### src/design/cscp_pkg.sv
/*
  Constants for the chip settings command parser: byte positions of the
  set-settings report, field codes, response codes and reset values.
  Assumes a byte-serial report stream of 64 bytes, byte 0 first.
*/
package cscp_pkg;
  localparam int          CSCP_REPORT_LEN   = 64;
  localparam logic [7:0]  CSCP_CMD_SET      = 8'h21;
  localparam logic [7:0]  CSCP_RSP_OK       = 8'h00;
  localparam logic [7:0]  CSCP_RSP_DONTCARE = 8'h00;
  // Byte positions within a report
  localparam logic [5:0]  CSCP_POS_CODE     = 6'h00;
  localparam logic [5:0]  CSCP_POS_STATUS   = 6'h01;
  localparam logic [5:0]  CSCP_POS_FUNC0    = 6'h04;
  localparam logic [5:0]  CSCP_POS_FUNC8    = 6'h0c;
  localparam logic [5:0]  CSCP_POS_OUT_LO   = 6'h0d;
  localparam logic [5:0]  CSCP_POS_OUT_HI   = 6'h0e;
  localparam logic [5:0]  CSCP_POS_DIR_LO   = 6'h0f;
  localparam logic [5:0]  CSCP_POS_DIR_HI   = 6'h10;
  localparam logic [5:0]  CSCP_POS_OTHER    = 6'h11;
  localparam logic [5:0]  CSCP_POS_PROT     = 6'h12;
  localparam logic [5:0]  CSCP_POS_LAST     = 6'h3f;
  // Byte 17 fields
  localparam int          CSCP_BIT_WAKE     = 4;
  localparam int          CSCP_BIT_IMODE_LO = 1;
  localparam int          CSCP_BIT_HOLD     = 0;
  // Pin function codes
  localparam logic [7:0]  CSCP_FN_GPIO      = 8'h00;
  localparam logic [7:0]  CSCP_FN_CS        = 8'h01;
  localparam logic [7:0]  CSCP_FN_DEDIC     = 8'h02;
  // Interrupt counting codes
  localparam logic [2:0]  CSCP_IM_NONE      = 3'h0;
  localparam logic [2:0]  CSCP_IM_HIGH      = 3'h4;
  // Protection level codes
  localparam logic [7:0]  CSCP_PROT_NONE    = 8'h00;
  localparam logic [7:0]  CSCP_PROT_PASS    = 8'h40;
  localparam logic [7:0]  CSCP_PROT_LOCK    = 8'h80;
  // Reset values of the working configuration
  localparam logic [17:0] CSCP_RST_FUNC     = 18'h00000;
  localparam logic [7:0]  CSCP_RST_OUT      = 8'h00;
  localparam logic [7:0]  CSCP_RST_DIR      = 8'hff;
  localparam logic [2:0]  CSCP_RST_IMODE    = 3'h0;

  typedef enum logic [1:0] {CSCP_IDLE, CSCP_RECV, CSCP_SKIP, CSCP_RESP} cscp_state_type;
endpackage

### src/design/cscp_byte_decode.sv
/*
  Decodes one received command byte into a staged settings update.
  Combinational; assumes the caller presents the byte with its position.
*/
module cscp_byte_decode
  import cscp_pkg::*;
(
  input  wire logic [5:0]  pos_i,
  input  wire logic [7:0]  data_i,
  input  wire logic [17:0] func_i,
  output logic      [17:0] func_o,
  output logic             func_bad_o
);
  logic [3:0] pin;
  logic [7:0] code;

  always_comb begin
    func_o     = func_i;
    func_bad_o = 1'b0;
    pin        = 4'h0;
    code       = data_i;
    if (pos_i >= CSCP_POS_FUNC0 && pos_i <= CSCP_POS_FUNC8) begin
      pin = 4'(pos_i - CSCP_POS_FUNC0);
      // The input-only pin never takes the chip select code
      if (code == CSCP_FN_GPIO || code == CSCP_FN_DEDIC ||
          (code == CSCP_FN_CS && pin != 4'h8)) begin // RL2
        func_o[2*pin +: 2] = code[1:0];
      end else begin
        func_bad_o = 1'b1;
      end
    end
  end
endmodule

### src/design/cscp_top.sv
/*
  Chip settings command parser: takes a 64-byte set-settings report as a
  byte stream, stages every field, applies them together on the last byte
  when no field is illegal and then streams back the 64-byte response report.
  Assumes the report source is on mclk_i and the response sink is always
  ready; non-volatile defaults live elsewhere and are never touched here.
*/
// What this block and its host do
// (RL1) Host sends code 0x21 in byte 0
// (RL2) Bytes 4-12 set functions; pin 8 never CS
// (RL3) Byte 13 gives default output levels
// (RL4) Byte 14 ignored completely
// (RL5) Byte 15 gives default directions
// (RL6) Host writes byte 16 bit 0 high
// (RL7) Byte 17 bit 4 enables remote wake-up
// (RL8) Byte 17 bits 3-1 choose interrupt counting
// (RL9) Byte 17 bit 0 holds SPI bus
// (RL10) Response byte 18 reports protection level
// (RL11) Host zero-fills bytes 18 to 63
// (RL12) Response echoes code, byte 1 is 0x00
// (RL13) Apply all fields at once, volatile only
module cscp_top
  import cscp_pkg::*;
(
  input  wire logic        mclk_i,
  input  wire logic        reset_i,
  input  wire logic        cmd_valid_i,
  input  wire logic [7:0]  cmd_data_i,
  input  wire logic [7:0]  prot_level_i,
  output logic             rsp_valid_o,
  output logic [7:0]       rsp_data_o,
  output logic             rsp_last_o,
  output logic [17:0]      pin_func_o,
  output logic [7:0]       dflt_out_o,
  output logic [7:0]       dflt_dir_o,
  output logic             wake_en_o,
  output logic [2:0]       int_mode_o,
  output logic             bus_hold_o,
  output logic             applied_o,
  output logic             rejected_o
);
  typedef struct packed {
    cscp_state_type state;
    logic [5:0]     pos;
    logic [7:0]     code;
    logic [17:0]    s_func;
    logic [7:0]     s_out;
    logic [7:0]     s_dir;
    logic           s_wake;
    logic [2:0]     s_imode;
    logic           s_hold;
    logic           bad;
    logic [17:0]    func;
    logic [7:0]     dout;
    logic [7:0]     dir;
    logic           wake;
    logic [2:0]     imode;
    logic           hold;
    logic           applied;
    logic           rejected;
    logic           rsp_valid;
    logic [7:0]     rsp_data;
    logic           rsp_last;
    logic [5:0]     rsp_pos;
  } cscp_regs_type;

  cscp_regs_type r;
  cscp_regs_type next_r;
  logic [17:0]   dec_func;
  logic          dec_bad;

  cscp_byte_decode u_dec (
    .pos_i      (r.pos),
    .data_i     (cmd_data_i),
    .func_i     (r.s_func),
    .func_o     (dec_func),
    .func_bad_o (dec_bad)
  );

  // ----------------------------------------------------------------
  // Response byte selection
  // ----------------------------------------------------------------
  function automatic logic [7:0] cscp_rsp_byte(input logic [5:0] p, input logic [7:0] c,
                                               input logic [7:0] prot);
    if (p == CSCP_POS_CODE) begin
      return c; // RL12
    end else if (p == CSCP_POS_STATUS) begin
      return CSCP_RSP_OK; // RL12
    end else if (p == CSCP_POS_PROT) begin
      return prot; // RL10
    end else begin
      return CSCP_RSP_DONTCARE;
    end
  endfunction

  // ----------------------------------------------------------------
  // Parser
  // ----------------------------------------------------------------
  always_comb begin
    next_r           = r;
    next_r.applied   = 1'b0;
    next_r.rejected  = 1'b0;
    next_r.rsp_valid = 1'b0;
    next_r.rsp_last  = 1'b0;
    case (r.state)
      CSCP_IDLE, CSCP_RECV, CSCP_SKIP: begin
        if (cmd_valid_i) begin
          next_r.pos = r.pos + 6'h01;
          if (r.pos == CSCP_POS_CODE) begin
            next_r.code    = cmd_data_i;
            next_r.bad     = 1'b0;
            next_r.s_func  = r.func;
            next_r.s_out   = r.dout;
            next_r.s_dir   = r.dir;
            next_r.s_wake  = r.wake;
            next_r.s_imode = r.imode;
            next_r.s_hold  = r.hold;
            // Other commands belong to other handlers; drain them silently
            next_r.state = (cmd_data_i == CSCP_CMD_SET) ? CSCP_RECV : CSCP_SKIP; // RL1
          end else if (r.state == CSCP_RECV) begin
            next_r.s_func = dec_func;
            if (dec_bad) begin
              next_r.bad = 1'b1;
            end
            if (r.pos == CSCP_POS_OUT_LO) begin
              next_r.s_out = cmd_data_i; // RL3
            end else if (r.pos == CSCP_POS_OUT_HI) begin
              next_r.s_out = r.s_out; // RL4
            end else if (r.pos == CSCP_POS_DIR_LO) begin
              next_r.s_dir = cmd_data_i; // RL5
            end else if (r.pos == CSCP_POS_OTHER) begin
              next_r.s_wake  = cmd_data_i[CSCP_BIT_WAKE]; // RL7
              next_r.s_imode = cmd_data_i[CSCP_BIT_IMODE_LO +: 3]; // RL8
              next_r.s_hold  = cmd_data_i[CSCP_BIT_HOLD]; // RL9
              if (cmd_data_i[CSCP_BIT_IMODE_LO +: 3] > CSCP_IM_HIGH) begin
                next_r.bad = 1'b1;
              end
            end
          end
          if (r.pos == CSCP_POS_LAST) begin
            next_r.pos = 6'h00;
            if (r.state == CSCP_SKIP) begin
              next_r.state = CSCP_IDLE;
            end else if (r.bad) begin
              // Keep the old configuration rather than apply a partial one
              next_r.rejected = 1'b1;
              next_r.state    = CSCP_IDLE;
            end else begin
              // Volatile copy only; byte 16 content is not needed here
              next_r.func    = next_r.s_func; // RL13
              next_r.dout    = next_r.s_out; // RL13
              next_r.dir     = next_r.s_dir; // RL13
              next_r.wake    = next_r.s_wake; // RL13
              next_r.imode   = next_r.s_imode; // RL13
              next_r.hold    = next_r.s_hold; // RL13
              next_r.applied = 1'b1;
              next_r.rsp_pos = 6'h00;
              next_r.state   = CSCP_RESP;
            end
          end
        end
      end
      CSCP_RESP: begin
        next_r.rsp_valid = 1'b1;
        next_r.rsp_data  = cscp_rsp_byte(r.rsp_pos, r.code, prot_level_i);
        next_r.rsp_last  = (r.rsp_pos == CSCP_POS_LAST);
        next_r.rsp_pos   = r.rsp_pos + 6'h01;
        if (r.rsp_pos == CSCP_POS_LAST) begin
          next_r.state = CSCP_IDLE;
        end
      end
      default: next_r.state = CSCP_IDLE;
    endcase
  end

  always_ff @(posedge mclk_i) begin
    if (reset_i) begin
      r       <= '0;
      r.state <= CSCP_IDLE;
      r.func  <= CSCP_RST_FUNC;
      r.dout  <= CSCP_RST_OUT;
      r.dir   <= CSCP_RST_DIR;
      r.imode <= CSCP_RST_IMODE;
    end else begin
      r <= next_r;
    end
  end

  assign rsp_valid_o = r.rsp_valid;
  assign rsp_data_o  = r.rsp_data;
  assign rsp_last_o  = r.rsp_last;
  assign pin_func_o  = r.func;
  assign dflt_out_o  = r.dout;
  assign dflt_dir_o  = r.dir;
  assign wake_en_o   = r.wake;
  assign int_mode_o  = r.imode;
  assign bus_hold_o  = r.hold;
  assign applied_o   = r.applied;
  assign rejected_o  = r.rejected;
endmodule

### config.mk
export PLATFORM = sky130hd
export DESIGN_NAME = cscp_top
export DESIGN_NICKNAME = d
export VERILOG_FILES = /design/src/design/cscp_pkg.sv /design/src/design/cscp_byte_decode.sv /design/src/design/cscp_top.sv
export SDC_FILE = /design/constraint.sdc
export NUM_CORES = 1
export LEC_CHECK = 0
export BUFFER_PORTS_ARGS = -buffer_cell sky130_fd_sc_hd__clkbuf_2
export CORE_UTILIZATION = 40
export CTS_CLUSTER_DIAMETER = 200
export CTS_CLUSTER_SIZE = 30
export DETAILED_ROUTE_END_ITERATION = 7
export PLACE_DENSITY = 0.65
export SYNTH_ARGS = -nofsm -noshare
export SYNTH_HDL_FRONTEND = slang
export SYNTH_SLANG_ARGS = --single-unit
### constraint.sdc
create_clock -name mclk_i -period 2.7 [get_ports mclk_i]
set_clock_uncertainty 0.05 [all_clocks]
set_input_delay 0.135 -clock mclk_i [delete_from_list [all_inputs] [get_ports mclk_i]]
set_output_delay 0.135 -clock mclk_i [all_outputs]
set_load 0.1 [all_outputs]
==> results of run 1 <==
worst max-delay path by stage:
| stage | from | to | slack [ps] | cells past startpoint |
|---|---|---|---|---|
| global placement | r[108]$_SDFFE_PP0P_ | r[88]$_SDFFE_PP0P_ | 150 | 8 |
| CTS | r[108]$_SDFFE_PP0P_ | r[93]$_SDFFE_PP0P_ | 20 | 8 |
| floorplan | r[105]$_SDFFE_PP0P_ | r[88]$_SDFFE_PP0P_ | 30 | 9 |
| finish | r[107]$_SDFFE_PP0P_ | r[94]$_SDFFE_PP0P_ | 90 | 9 |
| global route | r[107]$_SDFFE_PP0P_ | r[90]$_SDFFE_PP0P_ | -7 | 9 |
| detailed placement | r[108]$_SDFFE_PP0P_ | r[93]$_SDFFE_PP0P_ | 50 | 8 |
synth_stat cells (all sizes together), types with 4 or more instances:
cell | count | area share, %
a22oi | 13 | 1.7
or4 | 10 | 1.4
a21oi | 61 | 5.3
mux2 | 5 | 0.98
nand4 | 9 | 1.1
o22ai | 4 | 0.44
dfxtp | 113 | 40
o211ai | 10 | 1.3
o21ai | 27 | 2.4
nor4 | 5 | 0.55
a21o | 11 | 1.5
nor2b | 4 | 0.44
nand2 | 84 | 5.5
a211o | 10 | 1.5
nand2b | 6 | 0.66
o221a | 7 | 1.4
o211a | 6 | 1.1
buf | 48 | 6.1
a31oi | 11 | 1.2
ha | 13 | 2.8
nand3 | 20 | 1.8
nor3 | 16 | 1.4
inv | 12 | 0.79
mux2i | 16 | 2.8
clkbuf | 46 | 3.0
a221oi | 8 | 1.2
nor2 | 60 | 3.9
layout make-up:
cell class | instances | area share [%]
flip-flops and latches | 113 | 33.7
clock buffers | 20 | 6.79
repair buffers | 110 | 10.0
well taps | 180 | 3.35
clock inverters | 12 | 1.99
inverters | 13 | 0.726
multi-input cells | 467 | 43.4
per-stage QoR:
step                instances  hold WS [ps]  area [µm²]  worst slack, ps
floorplan                 686           221        5720             25.8
global placement          873           391        6020              151
detailed placement        873           394        6020             51.7
CTS                       913          4.31        6690             21.9
global route              915          8.74        6720            -7.03
finish                    915          14.3        6720             90.1
sequential cells by signal (all words and copies together), names as in the netlist, 3 cells and up:
register / count
r: 62
dflt_dir_o: 8
dflt_out_o: 8
rsp_data_o: 8
int_mode_o: 3
pin_func_o: 18
kinds of logic after synthesis:
| kind of cell | share of synthesized area (%) |
|---|---|
| simple gates | 20.1 |
| compound gates | 22.8 |
| flops | 39.6 |
| buf+inv | 10.0 |
| mux | 3.79 |
| fa+ha+maj | 2.84 |
| xor+xnor | 0.919 |
power groups by stage:
stage               Sequential (mW)  Combinational [mW]  Clock [mW]
finish                         1.73               0.377        2.22
global route                   1.73               0.412        2.31
CTS                            1.73               0.373        2.24
detailed placement             1.77               0.361           0
global placement               1.76               0.350           0
floorplan                      1.76               0.241           0
worst reg2reg max path, cell delays in order (launching register included):
cell       delay (ps)
dfxtp_1           300
inv_1             160
ha_4              240
ha_1              300
nand2b_1          100
a2111oi_4         330
buf_4             210
nand3_2           110
or4_1             560
a31oi_1           180
repair_timing:
| action | in CTS | in global routing |
|---|---|---|
| endpoints found under the setup margin | 0 | 12 |
| hold buffers | 8 | 0 |
| hold endpoints to repair | 8 | 0 |
| setup buffers | 0 | 1 |
| resized for setup | 0 | 4 |
routing by layer:
metal / vias to the layer above / routed length [µm] / share of wire [%] / GRT usage, %
li1: 2505 / - / - / -
met1: 2505 / 7090 / 46 / 28.6
met2: 195 / 6960 / 45 / 33.1
met3: 33 / 1060 / 6.8 / 4.40
met4: 0 / 363 / 2.3 / 10.5
met5: - / 0 / 0 / 0
==> out/metrics.cfg, run 1 <==
[detailed_routing]
drc = 0
routed_wl_um = 15500
wire_per_inst_um = 16.9
vias_per_cell = 5.72
num_vias = 5238
firstDrtPassIters = 6
ant_nets = 0
first_iter_violations = 440

[finish]
areaGrowthSynthToFinish_pct = 17.5
final_cell_mix = dfxtp_1, nand2_1, clkbuf_2, a21oi_1, nor2_1
seqCellArea_um2 = 2260
insertedDiodeCount = 0
final_layout_size_suffix_gt1_share_pct = 21.9
mostFrequentLayoutCell = dfxtp_1
final_util_pct = 48.2
layout.nets = 754
multi_input_area_um2 = 2920
nFillCells = 1319

[synth]
yosysWarnings = 0
synth_area_um2 = 5720
syn_nets = 718
seq_area_frac_synth_pct = 39.6
ys_seq_elements = 113
synth_cell_types = 60
synth_edf_count = 0
syn_inst = 686
async_reset_ff_share_pct = 0
ys.flop_type = dfxtp_1
avgSynthCellArea_um2 = 8.34

[cts]
clk_pin_slew_ps = 60
cts_buffers = 17
cts_root_buffer = clkbuf_16
insertion_delay_ps = 420
cts.sinks = 113
cts_max_level = 4
cts_tree = yes
cts_buffer_depth = 2

[critical_path]
max_stage_delay_ps = 560
worstPathCellList = inv_1, ha_4, ha_1, nand2b_1, a2111oi_4, buf_4, nand3_2, or4_1, a31oi_1
required_ps = 3000
cp_data_arrival_time_ps = 2910
critPathCaptureType = flop
r2r_setup_slack_ps = 90
path_class = flop to flop
critPathTopFamily = simple AND/OR/NAND/NOR gates
cp-start-kind = flop
crit_slowest_cell = or4_1
crit-reg2reg-capture = r[94]$_SDFFE_PP0P_
rr_worst_depth = 9
cp_max_fo = 5
crit_buf_inv = 2
r2r_start = r[107]$_SDFFE_PP0P_

[worst_hold_path]
hold_end = r[102]$_SDFFE_PP0P_
hold-path-cell-count = 3
worstHoldStart = cmd_data_i[5]
hold_class = input pin to flop

[grt]
grt_usage_pct = 21.5
grt_pass1_vias = 4895
grt_start_max_net_pins = 43
antenna_found_initial = 0
grt_first_pass_wirelength_um = 24600
grt-ovfl-total = 0

[power_and_ir_drop]
p_seq_share_pct = 40.0
power_leakage_nw = 2.73
power_switching_mw = 1.08
clockPowerShare_pct = 51.3
p_comb_share_pct = 8.7
totalPowerFinal_mw = 4.33
vdd_drop_max_uv = 320
p_per_area_nw_per_um2 = 644
intPower_mw = 3.24
swShare_pct = 25.1

[timing]
worstMarginPinSlew_ps = 1200
finalMaxSlewViolations = 0
relSlewSlack_pct = 19.0
setup_viol = 0
max_freq_mhz = 383
setup-tns-final_ps = 0
fin_crit_sh_pct = 96.7
min_period_ps = 2610
hold_viol_final = 0

[flow_run]
maxCapViolCount = 0

[floorplanning]
fp.dieArea_um2 = 14800
initial_core_util_pct = 41.0
die_x_um = 122
core_um2 = 13900
io_pins = 70
rows = 43
die_height_um = 122

[place]
dp_hpwl_um = 10500
place.gp.congestion = 0.883
portBuffers = 69

[status]
status = completed

(Power assumes the default switching activity.)
==> run 2, diff against run 1 <==
--- a/config.mk
+++ b/config.mk
@@ -5,12 +5,12 @@
 export SDC_FILE = /design/constraint.sdc
 export NUM_CORES = 1
 export LEC_CHECK = 0
+export ABC_AREA = 1
 export BUFFER_PORTS_ARGS = -buffer_cell sky130_fd_sc_hd__clkbuf_2
 export CORE_UTILIZATION = 40
-export CTS_CLUSTER_DIAMETER = 200
 export CTS_CLUSTER_SIZE = 30
 export DETAILED_ROUTE_END_ITERATION = 7
-export PLACE_DENSITY = 0.65
+export PLACE_DENSITY = 0.64
 export SYNTH_ARGS = -nofsm -noshare
 export SYNTH_HDL_FRONTEND = slang
 export SYNTH_SLANG_ARGS = --single-unit
==> out/metrics.cfg, run 2 <==
[timing]
rsz0062_at_grt = no
min_period_ps = 2370  ; was 2610 ps
fin_crit_sh_pct = 87.6  ; was 96.7%
max_freq_mhz = 423  ; was 383 MHz
setup_viol = 0  ; unchanged
relSlewSlack_pct = 44.7  ; was 19.0%
setup-tns-final_ps = 0  ; unchanged
finalMaxSlewViolations = 0  ; unchanged
hold_viol_final = 0  ; unchanged
worstMarginPinSlew_ps = 830  ; was 1200 ps

[detailed_routing]
vias_per_cell = 4.91  ; was 5.72
routed_wl_um = 15200  ; was 15500 µm
firstDrtPassIters = 5  ; was 6
drc = 0  ; unchanged
num_vias = 5751  ; was 5238
first_iter_violations = 411  ; was 440
ant_nets = 0  ; unchanged
wire_per_inst_um = 13.0  ; was 16.9 µm

[synth]
yosysMostFrequentCell = nand2_1  ; was dfxtp_1
synthTopCellsByCount = nand2_1, inv_1, dfxtp_1  ; was dfxtp_1, nand2_1, a21oi_1
ys.flop_type = dfxtp_1  ; unchanged
synth_edf_count = 0  ; unchanged
syn_nets = 961  ; was 718
yosys.area.top_type_share_pct = 35.7  ; was 39.6%
synth_area_um2 = 6340  ; was 5720 µm²
synth_area_leaders = dfxtp_1, nand2_1, inv_1  ; was dfxtp_1, buf_4, nand2_1
ys_seq_elements = 113  ; unchanged
seq_area_frac_synth_pct = 35.7  ; was 39.6%
yosysWarnings = 0  ; unchanged
async_reset_ff_share_pct = 0  ; unchanged
syn_inst = 929  ; was 686
synth_cell_types = 38  ; was 60
synth_area_leader_cell = dfxtp_1  ; unchanged
avgSynthCellArea_um2 = 6.82  ; was 8.34 µm²

[place]
place_area_um2 = 6540  ; was 6020 µm²
portBuffers = 69  ; unchanged
place.gp.congestion = 0.900  ; was 0.883
dp_hpwl_um = 10400  ; was 10500 µm

[power_and_ir_drop]
vdd_drop_max_uv = 416  ; was 320 µV
totalPowerFinal_mw = 4.39  ; was 4.33 mW
p_per_area_nw_per_um2 = 617  ; was 644 nW/µm²
power_leakage_nw = 3.44  ; was 2.73 nW

[critical_path]
cp_data_arrival_time_ps = 2610  ; was 2910 ps
cp-start-kind = flop  ; unchanged
r2r_setup_slack_ps = 330  ; was 90 ps
path_class = flop to flop  ; unchanged
rr_worst_depth = 13  ; was 9
required_ps = 2950  ; was 3000 ps
crit-reg2reg-capture = r[84]$_SDFFE_PP0P_  ; was r[94]$_SDFFE_PP0P_
r2r_start = r[106]$_SDFFE_PP0P_  ; was r[107]$_SDFFE_PP0P_
cp_max_fo = 6  ; was 5
critPathCaptureType = flop  ; unchanged

[worst_hold_path]
hold_end = rsp_data_o[0]$_SDFFE_PP0P_  ; was r[102]$_SDFFE_PP0P_
hold_class = input pin to flop  ; unchanged
hold-path-cell-count = 4  ; was 3
worstHoldStart = prot_level_i[0]  ; was cmd_data_i[5]

[cts]
cts_max_level = 4  ; unchanged
cts_buffer_depth = 2  ; unchanged
insertion_delay_ps = 420  ; about the same
cts.sinks = 113  ; unchanged
cts_tree = yes  ; unchanged
cts_buffers = 17  ; unchanged
cts_root_buffer = clkbuf_16  ; unchanged
clk_pin_slew_ps = 50  ; was 60 ps

[floorplanning]
initial_core_util_pct = 41.4  ; was 41.0%
core_um2 = 15300  ; was 13900 µm²
io_pins = 70  ; unchanged
die_height_um = 128  ; was 122 µm
fp.dieArea_um2 = 16400  ; was 14800 µm²
rows = 45  ; was 43
die_x_um = 128  ; was 122 µm

[finish]
mostFrequentLayoutCell = nand2_1  ; was dfxtp_1
layout.nets = 981  ; was 754
nFillCells = 1593  ; was 1319
largest_register = r  ; unchanged
largest_reg_flops = 62  ; unchanged
finalInstanceArea_um2 = 7110  ; was 6720 µm²
final_layout_size_suffix_gt1_share_pct = 15.2  ; was 21.9%
final_cell_mix = nand2_1, inv_1, dfxtp_1, nor2_1, nand3_1  ; was dfxtp_1, nand2_1, clkbuf_2, a21oi_1, nor2_1
insertedDiodeCount = 0  ; unchanged
final_util_pct = 46.4  ; was 48.2%
areaGrowthSynthToFinish_pct = 12.2  ; was 17.5%

[grt]
grt_usage_pct = 19.6  ; was 21.5%
grt-ovfl-total = 0  ; unchanged
grt_pass1_vias = 5038  ; was 4895
grt_first_pass_wirelength_um = 25000  ; was 24600 µm
antenna_found_initial = 0  ; unchanged
grt_start_max_net_pins = 77  ; was 43

[status]
status = completed  ; unchanged

[flow_run]
maxCapViolCount = 0  ; unchanged

[run 2: cell count changes in the layout (fill, tap and decap cells not counted), sizes merged, moves of 19 or more]
cell    change
inv       +131
nand2      +77
nand3      +68
nor2       +38
o211ai     +19
o21ai      +34
[run 2: worst max-delay path by stage]
| stage | from | endpoint | slack, ps | depth (start not counted) |
|---|---|---|---|---|
| finish | r[106]$_SDFFE_PP0P_ | r[84]$_SDFFE_PP0P_ | 330 | 13 |
| global route | r[106]$_SDFFE_PP0P_ | r[83]$_SDFFE_PP0P_ | 40 | 14 |
| CTS | r[107]$_SDFFE_PP0P_ | r[93]$_SDFFE_PP0P_ | 200 | 11 |
| detailed placement | r[107]$_SDFFE_PP0P_ | r[93]$_SDFFE_PP0P_ | 210 | 11 |
| global placement | r[107]$_SDFFE_PP0P_ | r[85]$_SDFFE_PP0P_ | 270 | 11 |
| floorplan | r[105]$_SDFFE_PP0P_ | r[84]$_SDFFE_PP0P_ | 380 | 16 |
[run 2: metrics by stage]
stage,hold slack (ps),worst slack [ps],std cells
after floorplan,220,383,929
after global placement,400,266,1139
after detailed placement,404,210,1139
after CTS,9.13,196,1171
after global routing,31.7,44.1,1171
final,26.9,335,1171
[run 2: layout make-up]
cell class	instances	area, µm²	area share [%]
well taps	211	264	3.71
clock inverters	10	87.6	1.23
repair buffers	92	536	7.53
inverters	145	544	7.65
multi-input cells	580	2950	41.5
flip-flops and latches	113	2260	31.8
clock buffers	20	467	6.56
[run 2: repair_timing]
action / CTS / global route
setup endpoints to repair: 0 / 14
hold buffers: 2 / 0
gates resized for setup: 0 / 1
setup buffers: 0 / 0
hold endpoints to repair: 2 / 0
[run 2: power breakdown]
part           leakage (nW)  switching, mW  internal [mW]
Combinational          2.24          0.371          0.166
Sequential            0.922         0.0295           1.74
Clock                 0.273          0.768           1.32
Total                  3.44           1.17           3.22
[run 2: worst max-delay path, cell delays in order (launching register included)]
cell	delay, ps
dfxtp_1	350
inv_1	160
ha_1	380
nand2_2	140
nand2_1	80
inv_1	50
nor2_2	100
nand2_1	130
nor2_1	320
nand3_1	190
nand2_1	90
nand3_1	60
nand2_1	80
a21oi_1	60
[run 2: logic make-up after synthesis]
group,after synthesis,share of synthesized area [%]
flip-flops,113,35.7
AND/OR/NAND/NOR,386,27.2
XOR/XNOR,4,0.671
AO/OA/AOI/OAI,177,16.1
buffers and inverters,236,17.7
adder cells (fa/ha/maj),13,2.57
[run 2: per-layer routing]
layer  up-vias  GRT usage, %  routed length [µm]
li1       3011             -                   -
met1      2585          26.9                7600
met2       136          29.3                6630
met3        19          4.42                 715
met4         0          8.51                 274
met5         -             0                   0
